File: src/inc/bfs_pkg.sv
package bfs_pkg;
	localparam int CLK_PERIOD_NS  = 20;
	localparam int TICK_PERIOD_NS = 1000000;
	localparam int MS_TICK_CYCLES = (TICK_PERIOD_NS + CLK_PERIOD_NS - 1) / CLK_PERIOD_NS;
	localparam int N_INST         = 2;
	localparam int N_POLE         = 3;
	localparam int N_TMR          = 4;
	localparam int THR_W          = 15;
	localparam int MAG_W          = 16;
	localparam int DLY_W          = 16;
	localparam int TICK_W         = 16;
	localparam logic [THR_W-1:0] THR_MIN = 15'h0001;
	localparam logic [THR_W-1:0] THR_MAX = 15'h7530;
	localparam int T_EARLY        = 0;
	localparam int T_MAIN         = 1;
	localparam int T_SLOW         = 2;
	localparam int T_LOSET        = 3;
	localparam int SYNC_W         = 13;
	localparam int SY_INIT3       = 0;
	localparam int SY_INITP       = 1;
	localparam int SY_BLOCK       = 4;
	localparam int SY_OOS         = 5;
	localparam int SY_AUXF        = 6;
	localparam int SY_AUXN        = 9;
	localparam int SY_TRST        = 12;

	typedef enum logic {
		BFS_THREE_POLE  = 1'b0,
		BFS_SINGLE_POLE = 1'b1
	} bfs_scheme_e;

	typedef struct packed {
		logic [N_POLE-1:0] latch;
		logic [N_POLE-1:0] retrip;
		logic [DLY_W-1:0]  hold_cnt;
		logic              initiated;
		logic              early_op;
		logic              main_op;
		logic              slow_op;
		logic              zone_trip;
		logic              target;
		logic              trip_led;
		logic [N_POLE-1:0] phase_led;
	} bfs_inst_s;

	typedef struct packed {
		logic [N_INST-1:0][SYNC_W-1:0] sy1;
		logic [N_INST-1:0][SYNC_W-1:0] sy2;
		logic [TICK_W-1:0]             tick_cnt;
		logic                          tick;
		bfs_inst_s [N_INST-1:0]        inst;
	} bfs_state_s;

	typedef struct packed {
		logic [DLY_W-1:0] count;
	} bfs_tmr_s;
endpackage

File: src/inc/bfs_timer_if.sv
interface bfs_timer_if;
	import bfs_pkg::*;
	logic             tick;
	logic             run;
	logic [DLY_W-1:0] delay;
	logic             done;
	modport timer (input tick, input run, input delay, output done);
	modport user (output tick, output run, output delay, input done);
endinterface
File: src/hw/bfs_timer.sv
module bfs_timer (
	// Clock and reset
	input  wire logic   ref_clk,
	input  wire logic   rst_n,
	// Timer request
	bfs_timer_if.timer  tp
);
	import bfs_pkg::*;

	bfs_tmr_s st_reg;
	bfs_tmr_s st_next;

	// Counts ms ticks, saturating at the delay
	always_comb begin
		st_next = st_reg;
		if (!tp.run) begin
			st_next.count = '0;
		end else if (tp.tick && (st_reg.count < tp.delay)) begin
			st_next.count = DLY_W'(st_reg.count + 1'b1);
		end
	end

	always_ff @(posedge ref_clk or negedge rst_n) begin
		if (!rst_n) begin
			st_reg <= '0;
		end else begin
			st_reg <= st_next;
		end
	end

	assign tp.done = tp.run && (st_reg.count >= tp.delay);
endmodule

File: src/hw/bfs_top.sv
module bfs_top #(
	parameter int MS_TICK_CYCLES = bfs_pkg::MS_TICK_CYCLES
) (
	// Clock and reset
	input  wire logic                                                      ref_clk,
	input  wire logic                                                      rst_n,
	// Scheme settings, one entry per instance
	input  wire logic [bfs_pkg::N_INST-1:0]                                bf_function_enable,
	input  wire logic [bfs_pkg::N_INST-1:0]                                pole_scheme_select,
	input  wire logic [bfs_pkg::N_INST-1:0]                                measurement_source_select,
	input  wire logic [bfs_pkg::N_INST-1:0]                                current_supervised_initiate_en,
	input  wire logic [bfs_pkg::N_INST-1:0]                                initiate_latch_en,
	input  wire logic [bfs_pkg::N_INST-1:0]                                early_path_en,
	input  wire logic [bfs_pkg::N_INST-1:0]                                main_path_en,
	input  wire logic [bfs_pkg::N_INST-1:0]                                slow_path_en,
	// Delays in ms
	input  wire logic [bfs_pkg::N_INST-1:0][bfs_pkg::DLY_W-1:0]            early_path_delay,
	input  wire logic [bfs_pkg::N_INST-1:0][bfs_pkg::DLY_W-1:0]            main_path_delay,
	input  wire logic [bfs_pkg::N_INST-1:0][bfs_pkg::DLY_W-1:0]            slow_path_delay,
	input  wire logic [bfs_pkg::N_INST-1:0][bfs_pkg::DLY_W-1:0]            loset_delay,
	input  wire logic [bfs_pkg::N_INST-1:0][bfs_pkg::DLY_W-1:0]            trip_hold_delay,
	// Thresholds in 0.001 pu
	input  wire logic [bfs_pkg::N_INST-1:0][bfs_pkg::THR_W-1:0]            phase_supervision_threshold,
	input  wire logic [bfs_pkg::N_INST-1:0][bfs_pkg::THR_W-1:0]            neutral_supervision_threshold,
	input  wire logic [bfs_pkg::N_INST-1:0][bfs_pkg::THR_W-1:0]            phase_high_threshold,
	input  wire logic [bfs_pkg::N_INST-1:0][bfs_pkg::THR_W-1:0]            neutral_high_threshold,
	input  wire logic [bfs_pkg::N_INST-1:0][bfs_pkg::THR_W-1:0]            phase_low_threshold,
	input  wire logic [bfs_pkg::N_INST-1:0][bfs_pkg::THR_W-1:0]            neutral_low_threshold,
	// Trip, block and breaker contact inputs
	input  wire logic [bfs_pkg::N_INST-1:0]                                three_pole_initiate_in,
	input  wire logic [bfs_pkg::N_INST-1:0][bfs_pkg::N_POLE-1:0]           pole_initiate_in,
	input  wire logic [bfs_pkg::N_INST-1:0]                                scheme_block_in,
	input  wire logic [bfs_pkg::N_INST-1:0]                                out_of_service_in,
	input  wire logic [bfs_pkg::N_INST-1:0][bfs_pkg::N_POLE-1:0]           fast_aux_contact_in,
	input  wire logic [bfs_pkg::N_INST-1:0][bfs_pkg::N_POLE-1:0]           normal_aux_contact_in,
	input  wire logic [bfs_pkg::N_INST-1:0]                                target_reset_in,
	// Current magnitudes per source in 0.001 pu
	input  wire logic [1:0][bfs_pkg::N_POLE-1:0][bfs_pkg::MAG_W-1:0]       phase_mag,
	input  wire logic [1:0][bfs_pkg::MAG_W-1:0]                            neutral_mag,
	// Scheme outputs
	output logic      [bfs_pkg::N_INST-1:0][bfs_pkg::N_POLE-1:0]           retrip_out,
	output logic      [bfs_pkg::N_INST-1:0]                                initiated_out,
	output logic      [bfs_pkg::N_INST-1:0]                                early_path_op,
	output logic      [bfs_pkg::N_INST-1:0]                                main_path_op,
	output logic      [bfs_pkg::N_INST-1:0]                                slow_path_op,
	output logic      [bfs_pkg::N_INST-1:0]                                zone_trip_out,
	// Indications
	output logic      [bfs_pkg::N_INST-1:0]                                failed_target,
	output logic      [bfs_pkg::N_INST-1:0]                                trip_led,
	output logic      [bfs_pkg::N_INST-1:0][bfs_pkg::N_POLE-1:0]           phase_led
);
	import bfs_pkg::*;

	localparam logic [TICK_W-1:0] TICK_LAST = TICK_W'(MS_TICK_CYCLES - 1);

	bfs_state_s st_reg;
	bfs_state_s st_next;

	logic [N_INST-1:0][SYNC_W-1:0]             sync_in;
	logic [N_INST-1:0][N_TMR-1:0][DLY_W-1:0]   dly_w;
	logic [N_INST-1:0][N_POLE-1:0]             active_w;
	logic [N_INST-1:0][N_POLE-1:0]             cur_sup_w;
	logic [N_INST-1:0][N_POLE-1:0]             f_early_w;
	logic [N_INST-1:0][N_POLE-1:0]             f_main_w;
	logic [N_INST-1:0][N_POLE-1:0]             f_slow_w;
	logic [N_INST-1:0][N_POLE-1:0]             fail_w;
	logic [N_INST-1:0][N_POLE-1:0][N_TMR-1:0]  run_w;
	logic [N_INST-1:0][N_POLE-1:0][N_TMR-1:0]  done_w;
	logic [N_INST-1:0]                         en_w;

	// Threshold held inside its settable span
	function automatic logic [THR_W-1:0] thr_clamp(input logic [THR_W-1:0] thr);
		logic [THR_W-1:0] r;
		r = thr;
		if (thr < THR_MIN) begin
			r = THR_MIN;
		end else if (thr > THR_MAX) begin
			r = THR_MAX;
		end
		return r;
	endfunction

	// Level detector used by every current check
	function automatic logic above(input logic [MAG_W-1:0] mag, input logic [THR_W-1:0] thr);
		return mag >= {1'b0, thr_clamp(thr)};
	endfunction

	genvar gi, gp, gt;
	generate
		for (gi = 0; gi < N_INST; gi++) begin : g_inst
			assign sync_in[gi] = {target_reset_in[gi], normal_aux_contact_in[gi], fast_aux_contact_in[gi],
				out_of_service_in[gi], scheme_block_in[gi], pole_initiate_in[gi], three_pole_initiate_in[gi]};
			assign dly_w[gi] = {loset_delay[gi], slow_path_delay[gi], main_path_delay[gi], early_path_delay[gi]};
			// Running only while enabled and not blocked
			assign en_w[gi] = bf_function_enable[gi] && !st_reg.sy2[gi][SY_BLOCK];

			for (gp = 0; gp < N_POLE; gp++) begin : g_pole
				logic            single;
				logic            init_p;
				logic            aux_f;
				logic            aux_n;
				logic            oos;
				logic [MAG_W-1:0] ph;
				logic [MAG_W-1:0] nm;
				logic            cur_hi;
				logic            cur_lo;
				logic            det;

				assign single = (pole_scheme_select[gi] == BFS_SINGLE_POLE);
				// Per-pole initiate only in the single-pole scheme
				assign init_p = st_reg.sy2[gi][SY_INIT3] || (single && st_reg.sy2[gi][SY_INITP+gp]);
				assign aux_f = single ? st_reg.sy2[gi][SY_AUXF+gp] : st_reg.sy2[gi][SY_AUXF];
				assign aux_n = single ? st_reg.sy2[gi][SY_AUXN+gp] : st_reg.sy2[gi][SY_AUXN];
				assign oos = st_reg.sy2[gi][SY_OOS];
				assign ph = phase_mag[measurement_source_select[gi]][gp];
				assign nm = neutral_mag[measurement_source_select[gi]];

				// Neutral checks only count in the three-pole scheme
				assign cur_sup_w[gi][gp] = above(ph, phase_supervision_threshold[gi])
					|| (!single && above(nm, neutral_supervision_threshold[gi]));
				assign cur_hi = above(ph, phase_high_threshold[gi])
					|| (!single && above(nm, neutral_high_threshold[gi]));
				assign cur_lo = above(ph, phase_low_threshold[gi])
					|| (!single && above(nm, neutral_low_threshold[gi]));

				// Initiation, optionally current supervised, plus seal-in latch
				assign active_w[gi][gp] = en_w[gi] && ((init_p && (!current_supervised_initiate_en[gi]
					|| cur_sup_w[gi][gp])) || st_reg.inst[gi].latch[gp]);

				assign run_w[gi][gp][T_EARLY] = active_w[gi][gp] && early_path_en[gi];
				assign run_w[gi][gp][T_MAIN]  = active_w[gi][gp] && main_path_en[gi];
				assign run_w[gi][gp][T_SLOW]  = active_w[gi][gp] && slow_path_en[gi] && !oos;
				// Lo-set delay starts when early or main delay runs out
				assign run_w[gi][gp][T_LOSET] = done_w[gi][gp][T_EARLY] || done_w[gi][gp][T_MAIN];

				// Detectors looked at only after the path delay
				assign det = (run_w[gi][gp][T_LOSET] && cur_hi) || (done_w[gi][gp][T_LOSET] && cur_lo);
				assign f_early_w[gi][gp] = done_w[gi][gp][T_EARLY] && aux_f && det;
				assign f_main_w[gi][gp]  = done_w[gi][gp][T_MAIN] && det;
				assign f_slow_w[gi][gp]  = done_w[gi][gp][T_SLOW] && aux_n && !oos;
				assign fail_w[gi][gp] = f_early_w[gi][gp] || f_main_w[gi][gp] || f_slow_w[gi][gp];

				for (gt = 0; gt < N_TMR; gt++) begin : g_tmr
					bfs_timer_if u_if ();
					assign u_if.tick  = st_reg.tick;
					assign u_if.run   = run_w[gi][gp][gt];
					assign u_if.delay = dly_w[gi][gt];
					assign done_w[gi][gp][gt] = u_if.done;
					bfs_timer u_tmr (
						.ref_clk (ref_clk),
						.rst_n   (rst_n),
						.tp      (u_if.timer)
					);
				end
			end
		end
	endgenerate

	always_comb begin
		st_next = st_reg;
		st_next.sy1 = sync_in;
		st_next.sy2 = st_reg.sy1;
		// Free-running 1 ms tick
		if (st_reg.tick_cnt >= TICK_LAST) begin
			st_next.tick_cnt = '0;
			st_next.tick = 1'b1;
		end else begin
			st_next.tick_cnt = TICK_W'(st_reg.tick_cnt + 1'b1);
			st_next.tick = 1'b0;
		end
		for (int i = 0; i < N_INST; i++) begin
			if (!en_w[i]) begin
				st_next.inst[i] = '0;
			end else begin
				// Seal-in holds only while supervision current stays up
				st_next.inst[i].latch = {N_POLE{initiate_latch_en[i]}} & active_w[i] & cur_sup_w[i];
				st_next.inst[i].retrip = active_w[i];
				st_next.inst[i].initiated = |active_w[i];
				st_next.inst[i].early_op = |f_early_w[i];
				st_next.inst[i].main_op = |f_main_w[i];
				st_next.inst[i].slow_op = |f_slow_w[i];
				// Zone trip hold countdown
				if (|fail_w[i]) begin
					st_next.inst[i].hold_cnt = trip_hold_delay[i];
				end else if (st_reg.tick && (st_reg.inst[i].hold_cnt != '0)) begin
					st_next.inst[i].hold_cnt = DLY_W'(st_reg.inst[i].hold_cnt - 1'b1);
				end
				st_next.inst[i].zone_trip = (|fail_w[i]) || (st_next.inst[i].hold_cnt != '0);
				// Sticky indications, a new failure beats a reset
				st_next.inst[i].target = (|fail_w[i])
					|| (st_reg.inst[i].target && !st_reg.sy2[i][SY_TRST]);
				st_next.inst[i].trip_led = (|fail_w[i])
					|| (st_reg.inst[i].trip_led && !st_reg.sy2[i][SY_TRST]);
				st_next.inst[i].phase_led = ((pole_scheme_select[i] == BFS_SINGLE_POLE) ? fail_w[i] : '0)
					| (st_reg.inst[i].phase_led & {N_POLE{!st_reg.sy2[i][SY_TRST]}});
			end
		end
	end

	always_ff @(posedge ref_clk or negedge rst_n) begin
		if (!rst_n) begin
			st_reg <= '0;
		end else begin
			st_reg <= st_next;
		end
	end

	// Outputs straight from the state register
	always_comb begin
		for (int i = 0; i < N_INST; i++) begin
			retrip_out[i]    = st_reg.inst[i].retrip;
			initiated_out[i] = st_reg.inst[i].initiated;
			early_path_op[i] = st_reg.inst[i].early_op;
			main_path_op[i]  = st_reg.inst[i].main_op;
			slow_path_op[i]  = st_reg.inst[i].slow_op;
			zone_trip_out[i] = st_reg.inst[i].zone_trip;
			failed_target[i] = st_reg.inst[i].target;
			trip_led[i]      = st_reg.inst[i].trip_led;
			phase_led[i]     = st_reg.inst[i].phase_led;
		end
	end

	generate
		for (gi = 0; gi < N_INST; gi++) begin : g_chk

		end
	endgenerate
endmodule

File: config.mk
export PLATFORM = sky130hd
export DESIGN_NAME = bfs_top
export DESIGN_NICKNAME = d
export VERILOG_FILES = /design/src/inc/bfs_pkg.sv /design/src/inc/bfs_timer_if.sv /design/src/hw/bfs_timer.sv /design/src/hw/bfs_top.sv
export SDC_FILE = /design/constraint.sdc
export NUM_CORES = 2
export LEC_CHECK = 0
export BUFFER_PORTS_ARGS = -buffer_cell sky130_fd_sc_hd__buf_2
export CORE_ASPECT_RATIO = 0.9
export CORE_MARGIN = 4
export CORE_UTILIZATION = 55
export DETAILED_ROUTE_END_ITERATION = 12
export GPL_TIMING_DRIVEN = 0
export MAX_ROUTING_LAYER = met4
export PLACE_DENSITY = 0.8
export SLEW_MARGIN = 20
export SYNTH_ARGS = -nofsm -noshare
export SYNTH_HDL_FRONTEND = slang
export SYNTH_SLANG_ARGS = --single-unit
File: constraint.sdc
create_clock -name ref_clk -period 2.95 [get_ports ref_clk]
set_input_delay 0.295 -clock ref_clk [delete_from_list [all_inputs] [get_ports ref_clk]]
set_output_delay 0.295 -clock ref_clk [all_outputs]
set_load 0.005 [all_outputs]
==> impl_metrics.py <==
metrics = {
    "drt": {
        "dr_total_vias": 43019,
        "vias_per_cell": 6.24,
        "drt_pre_antenna_iters": 7,
        "routed_wire_length_per_instance_um": 22.9,
        "ant_nets": 0,
        "detail_route.wirelength_um": 158000,
        "drc": 0,
        "detailedRoute.firstIterationViolations": 4098,
    },
    "die": {
        "i_o_pin_total": 538,
        "core_area_sq_mm": 0.0798,
        "dieHeight_um": 278,
        "num_rows": 98,
        "overall_die_width_um": 308,
        "design.die.area_sq_mm": 0.0854,
        "initial_cell_density_of_the_core": 0.557,
    },
    "place": {
        "gpl_wtd_cong": 1.04,
        "dpl.hpwl_um": 120000,
        "detailedPlace.worstSlack_ns": -3.55,
        "portBuffers": 533,
        "post_dp_cell_area_sq_mm": 0.0496,
        "numPlacedInstances": 6577,
    },
    "timing": {
        "timing_worst_slew_pin_value_ns": 1.35,
        "rsz0062_at_grt": "true",
        "totalNegativeSetupSlack_ns": -281.87,
        "report.final.slew_viol_count": 0,
        "finalWorstSetupSlack_ns": -1.47,
        "timing.final.hold_violations": 0,
        "timing.clock.skew_ns": 0.0398,
        "fmax_ghz": 0.226,
        "fin_crit_sh": 1.50,
        "headroom_to_the_max_slew_limit": 0.0951,
        "setup_viol": 424,
        "timing.final.crit_period_ns": 4.42,
    },
    "global_routing": {
        "grt_antenna_before_repair": 23,
        "grt_pass1_vias": 41794,
        "globalRouteMet3Util": 0.0910,
        "grt.met1_usage": 0.459,
        "grt_met2_use": 0.556,
        "busiest_layer": "met2",
        "grt_start_max_net_pins": 89,
        "globalRouteOverflowTotal": 0,
        "grt_use_total": 0.361,
        "grt_first_pass_wirelength_um": 237000,
    },
    "worst_hold_path": {
        "hold_depth": 4,
        "hold_class": "input pin to flip-flop",
    },
    "yosys": {
        "synth_flop_type": "sky130_fd_sc_hd__dfrtp_1",
        "ys_async_sr_fraction": 1.00,
        "mappedNetlistArea_sq_mm": 0.0444,
        "post_synth.cell_area_avg_sq_um": 8.91,
        "yosysUniqueCellTypes": 89,
        "synth-warning-count": 0,
        "yosys_register_bits": 517,
        "synthCells": 4985,
        "count_of_flip_flops_with_a_built_in_enable_after_synthesis": 0,
        "synth.yosys.seq_area_share": 0.291,
        "synth_nets": 6268,
    },
    "layout": {
        "areaGrowthSynthToFinish_pct": 23.8,
        "largest_register_ffs": 384,
        "layout.cells.most_common_list": "757 x sky130_fd_sc_hd__ha_1, 533 x sky130_fd_sc_hd__buf_2, 517 x sky130_fd_sc_hd__dfrtp_1, 494 x sky130_fd_sc_hd__nor2_1, 345 x sky130_fd_sc_hd__nand2_1",
        "layout.cell_area.non_filler_sq_mm": 0.0550,
        "finish.utilization": 0.689,
        "design.final.nets": 7052,
        "drive_gt1_frac": 0.219,
        "stdcell_count": 6894,
        "final_common_cell": "sky130_fd_sc_hd__ha_1",
    },
    "setup_path": {
        "crit_fanout": 9,
        "setup.worst_path.start_class": "input pin",
        "reg2regPathDepth": 12,
        "end_kind": "flip-flop",
        "critical_path_required_ns": 3.48,
        "critical_path_class": "input pin to flip-flop",
        "timing.critical_path.arrival_ns": 4.94,
    },
    "power": {
        "p_per_area_mw_per_mm2": 349,
        "vdd_ir_drop_max_mv": 0.486,
        "leakage_uw": 0.0262,
    },
    "clock_tree": {
        "htree_levels": 2,
        "register_clock_pin_slew_on_the_reported_worst_setup_and_hold_paths_ns": 0.06,
        "insertion_delay_ns": 0.65,
        "cts-root-buf": "sky130_fd_sc_hd__clkbuf_16",
        "clock_tree_from_tritoncts": "yes",
        "cts_sinks": 517,
        "number_of_buffers_added_by_the_clock_tree_synthesis_step": 58,
        "ctsLongestPathBuffers": 3,
    },
    "status": {
        "failed_checks": "setup timing",
        "run_status": "finished, violations left",
    },
    "flow_run": {
        "timing.max_cap.violations": 0,
    },
}
[final cells by class]
cell class | instances | area (sq um)
Fill cell | 5970 | 24800
Multi-Input combinational cell | 4069 | 32000
Buffer | 118 | 916
Inverter | 278 | 1040
Antenna cell | 29 | 72.6
Clock buffer | 83 | 1730
Clock inverter | 23 | 308
Sequential cell | 517 | 12900
Timing Repair Buffer | 727 | 4690
Tap cell | 1050 | 1310
[routing by layer]
| metal | wire [um] | part of all wire |
|---|---|---|
| met4 | 7420 | 0.047 |
| met5 | 0 | 0 |
| met3 | 14800 | 0.094 |
| met1 | 65000 | 0.41 |
| met2 | 70400 | 0.45 |
[path summary, 6_finish.rpt]
path                       slack (ns)                                            to                                         start
hold / removal                   0.15                                    st_reg[22]                         bf_function_enable[0]
min in group asynchronous        0.21  g_inst[1].g_pole[0].g_tmr[3].u_tmr.st_reg[9]                                         rst_n
setup reg to reg                -0.83                                    st_reg[45]  g_inst[1].g_pole[1].g_tmr[3].u_tmr.st_reg[9]
setup / recovery                -1.47                                    st_reg[45]               phase_supervision_threshold[16]
hold reg to reg                  0.33                                    st_reg[83]                                   st_next[83]
max in group asynchronous        1.18  g_inst[0].g_pole[1].g_tmr[0].u_tmr.st_reg[7]                                         rst_n
[report_power, final]
group	switching (uW)	internal (uW)
registers	25.5	7140
clock network	3230	4590
logic	2540	1660
total	5800	13400
[cells in the mapped netlist, types with 9 or more instances]
cell                        instances  share of area
sky130_fd_sc_hd__and2_1            25         0.0035
sky130_fd_sc_hd__dfrtp_1          517           0.29
sky130_fd_sc_hd__o221ai_1           9         0.0018
sky130_fd_sc_hd__o21a_1            61          0.010
sky130_fd_sc_hd__clkbuf_1          82         0.0069
sky130_fd_sc_hd__nand2_1          366          0.031
sky130_fd_sc_hd__a21oi_1          254          0.029
sky130_fd_sc_hd__a211oi_1          59          0.010
sky130_fd_sc_hd__nor2_1           515          0.044
sky130_fd_sc_hd__xnor2_1          153          0.030
sky130_fd_sc_hd__and3_1            86          0.012
sky130_fd_sc_hd__mux2_2           135          0.034
sky130_fd_sc_hd__nor4_1            67         0.0094
sky130_fd_sc_hd__nor3_1           103          0.012
sky130_fd_sc_hd__nor3b_1           11         0.0019
sky130_fd_sc_hd__nand4_1          161          0.023
sky130_fd_sc_hd__nor2b_1           76          0.011
sky130_fd_sc_hd__a31oi_1           25         0.0035
sky130_fd_sc_hd__or2_2             10         0.0014
sky130_fd_sc_hd__o2111ai_1         21         0.0041
sky130_fd_sc_hd__nand3b_1          12         0.0020
sky130_fd_sc_hd__ha_1             771           0.22
sky130_fd_sc_hd__o21ai_0          229          0.026
sky130_fd_sc_hd__or4_1             14         0.0024
sky130_fd_sc_hd__buf_1             11        0.00093
sky130_fd_sc_hd__inv_1            277          0.023
sky130_fd_sc_hd__xor2_1           175          0.034
sky130_fd_sc_hd__nand3_1          177          0.020
sky130_fd_sc_hd__buf_4             27         0.0046
sky130_fd_sc_hd__o31ai_1           22         0.0037
sky130_fd_sc_hd__a21o_1           129          0.022
sky130_fd_sc_hd__o211ai_1          33         0.0056
sky130_fd_sc_hd__or3_1             79          0.011
sky130_fd_sc_hd__nand2b_1          46         0.0065
sky130_fd_sc_hd__a211o_1           21         0.0041
sky130_fd_sc_hd__and4_1            23         0.0045
sky130_fd_sc_hd__a221oi_1           9         0.0018
sky130_fd_sc_hd__a2111oi_0         12         0.0024
sky130_fd_sc_hd__mux2i_1           43         0.0097
[critical path, cell delays in order]
cell and delay, ns:
sky130_fd_sc_hd__buf_6 0.10, sky130_fd_sc_hd__or4_4 0.55, sky130_fd_sc_hd__a311o_1 0.30, sky130_fd_sc_hd__a21oi_2 0.14, sky130_fd_sc_hd__nor2b_2 0.06, sky130_fd_sc_hd__o21ai_4 0.26, sky130_fd_sc_hd__buf_6 0.15, sky130_fd_sc_hd__nand2_4 0.06
sky130_fd_sc_hd__ha_4 0.21, sky130_fd_sc_hd__a21o_1 0.20, sky130_fd_sc_hd__a31oi_2 0.20, sky130_fd_sc_hd__o211ai_1 0.19, sky130_fd_sc_hd__a221o_2 0.46, sky130_fd_sc_hd__nor4_4 0.21, sky130_fd_sc_hd__buf_6 0.18, sky130_fd_sc_hd__buf_12 0.10
sky130_fd_sc_hd__a211oi_4 0.06, sky130_fd_sc_hd__a2bb2oi_4 0.22, sky130_fd_sc_hd__nor4_4 0.30, sky130_fd_sc_hd__buf_6 0.18, sky130_fd_sc_hd__buf_12 0.14, sky130_fd_sc_hd__mux2_2 0.34
[stage by stage]
| step | power (uW) | hold slack, ns |
|---|---|---|
| after floorplan | 9310 | -0.000591 |
| after global placement | 10800 | 0.332 |
| after detailed placement | 10900 | 0.273 |
| after CTS | 19000 | 0.0877 |
| after global routing | 19900 | 0.151 |
| final | 19200 | 0.152 |
[kinds of logic (layout without fill, tap and decap cells)]
| family | after synthesis | after routing | share of synthesized area |
|---|---|---|---|
| other | 0 | 29 | 0 |
| AO/OA/AOI/OAI | 993 | 996 | 0.146 |
| adder cells (fa/ha/maj) | 772 | 772 | 0.217 |
| XOR/XNOR | 328 | 328 | 0.0647 |
| AND/OR/NAND/NOR | 1791 | 1791 | 0.199 |
| buffers and inverters | 402 | 1229 | 0.0365 |
| multiplexers | 182 | 182 | 0.0450 |
| flip-flops | 517 | 517 | 0.291 |
[timing repair]
| action | CTS | global route |
|---|---|---|
| setup buffers | 76 | 41 |
| hold buffers | 61 | 0 |
| pin swaps | 126 | 70 |
| cloned | 9 | 2 |
| setup endpoints to repair | 439 | 438 |
| hold endpoints to repair | 126 | 0 |
| resized for setup | 253 | 102 |
(Power assumes the default switching activity.)
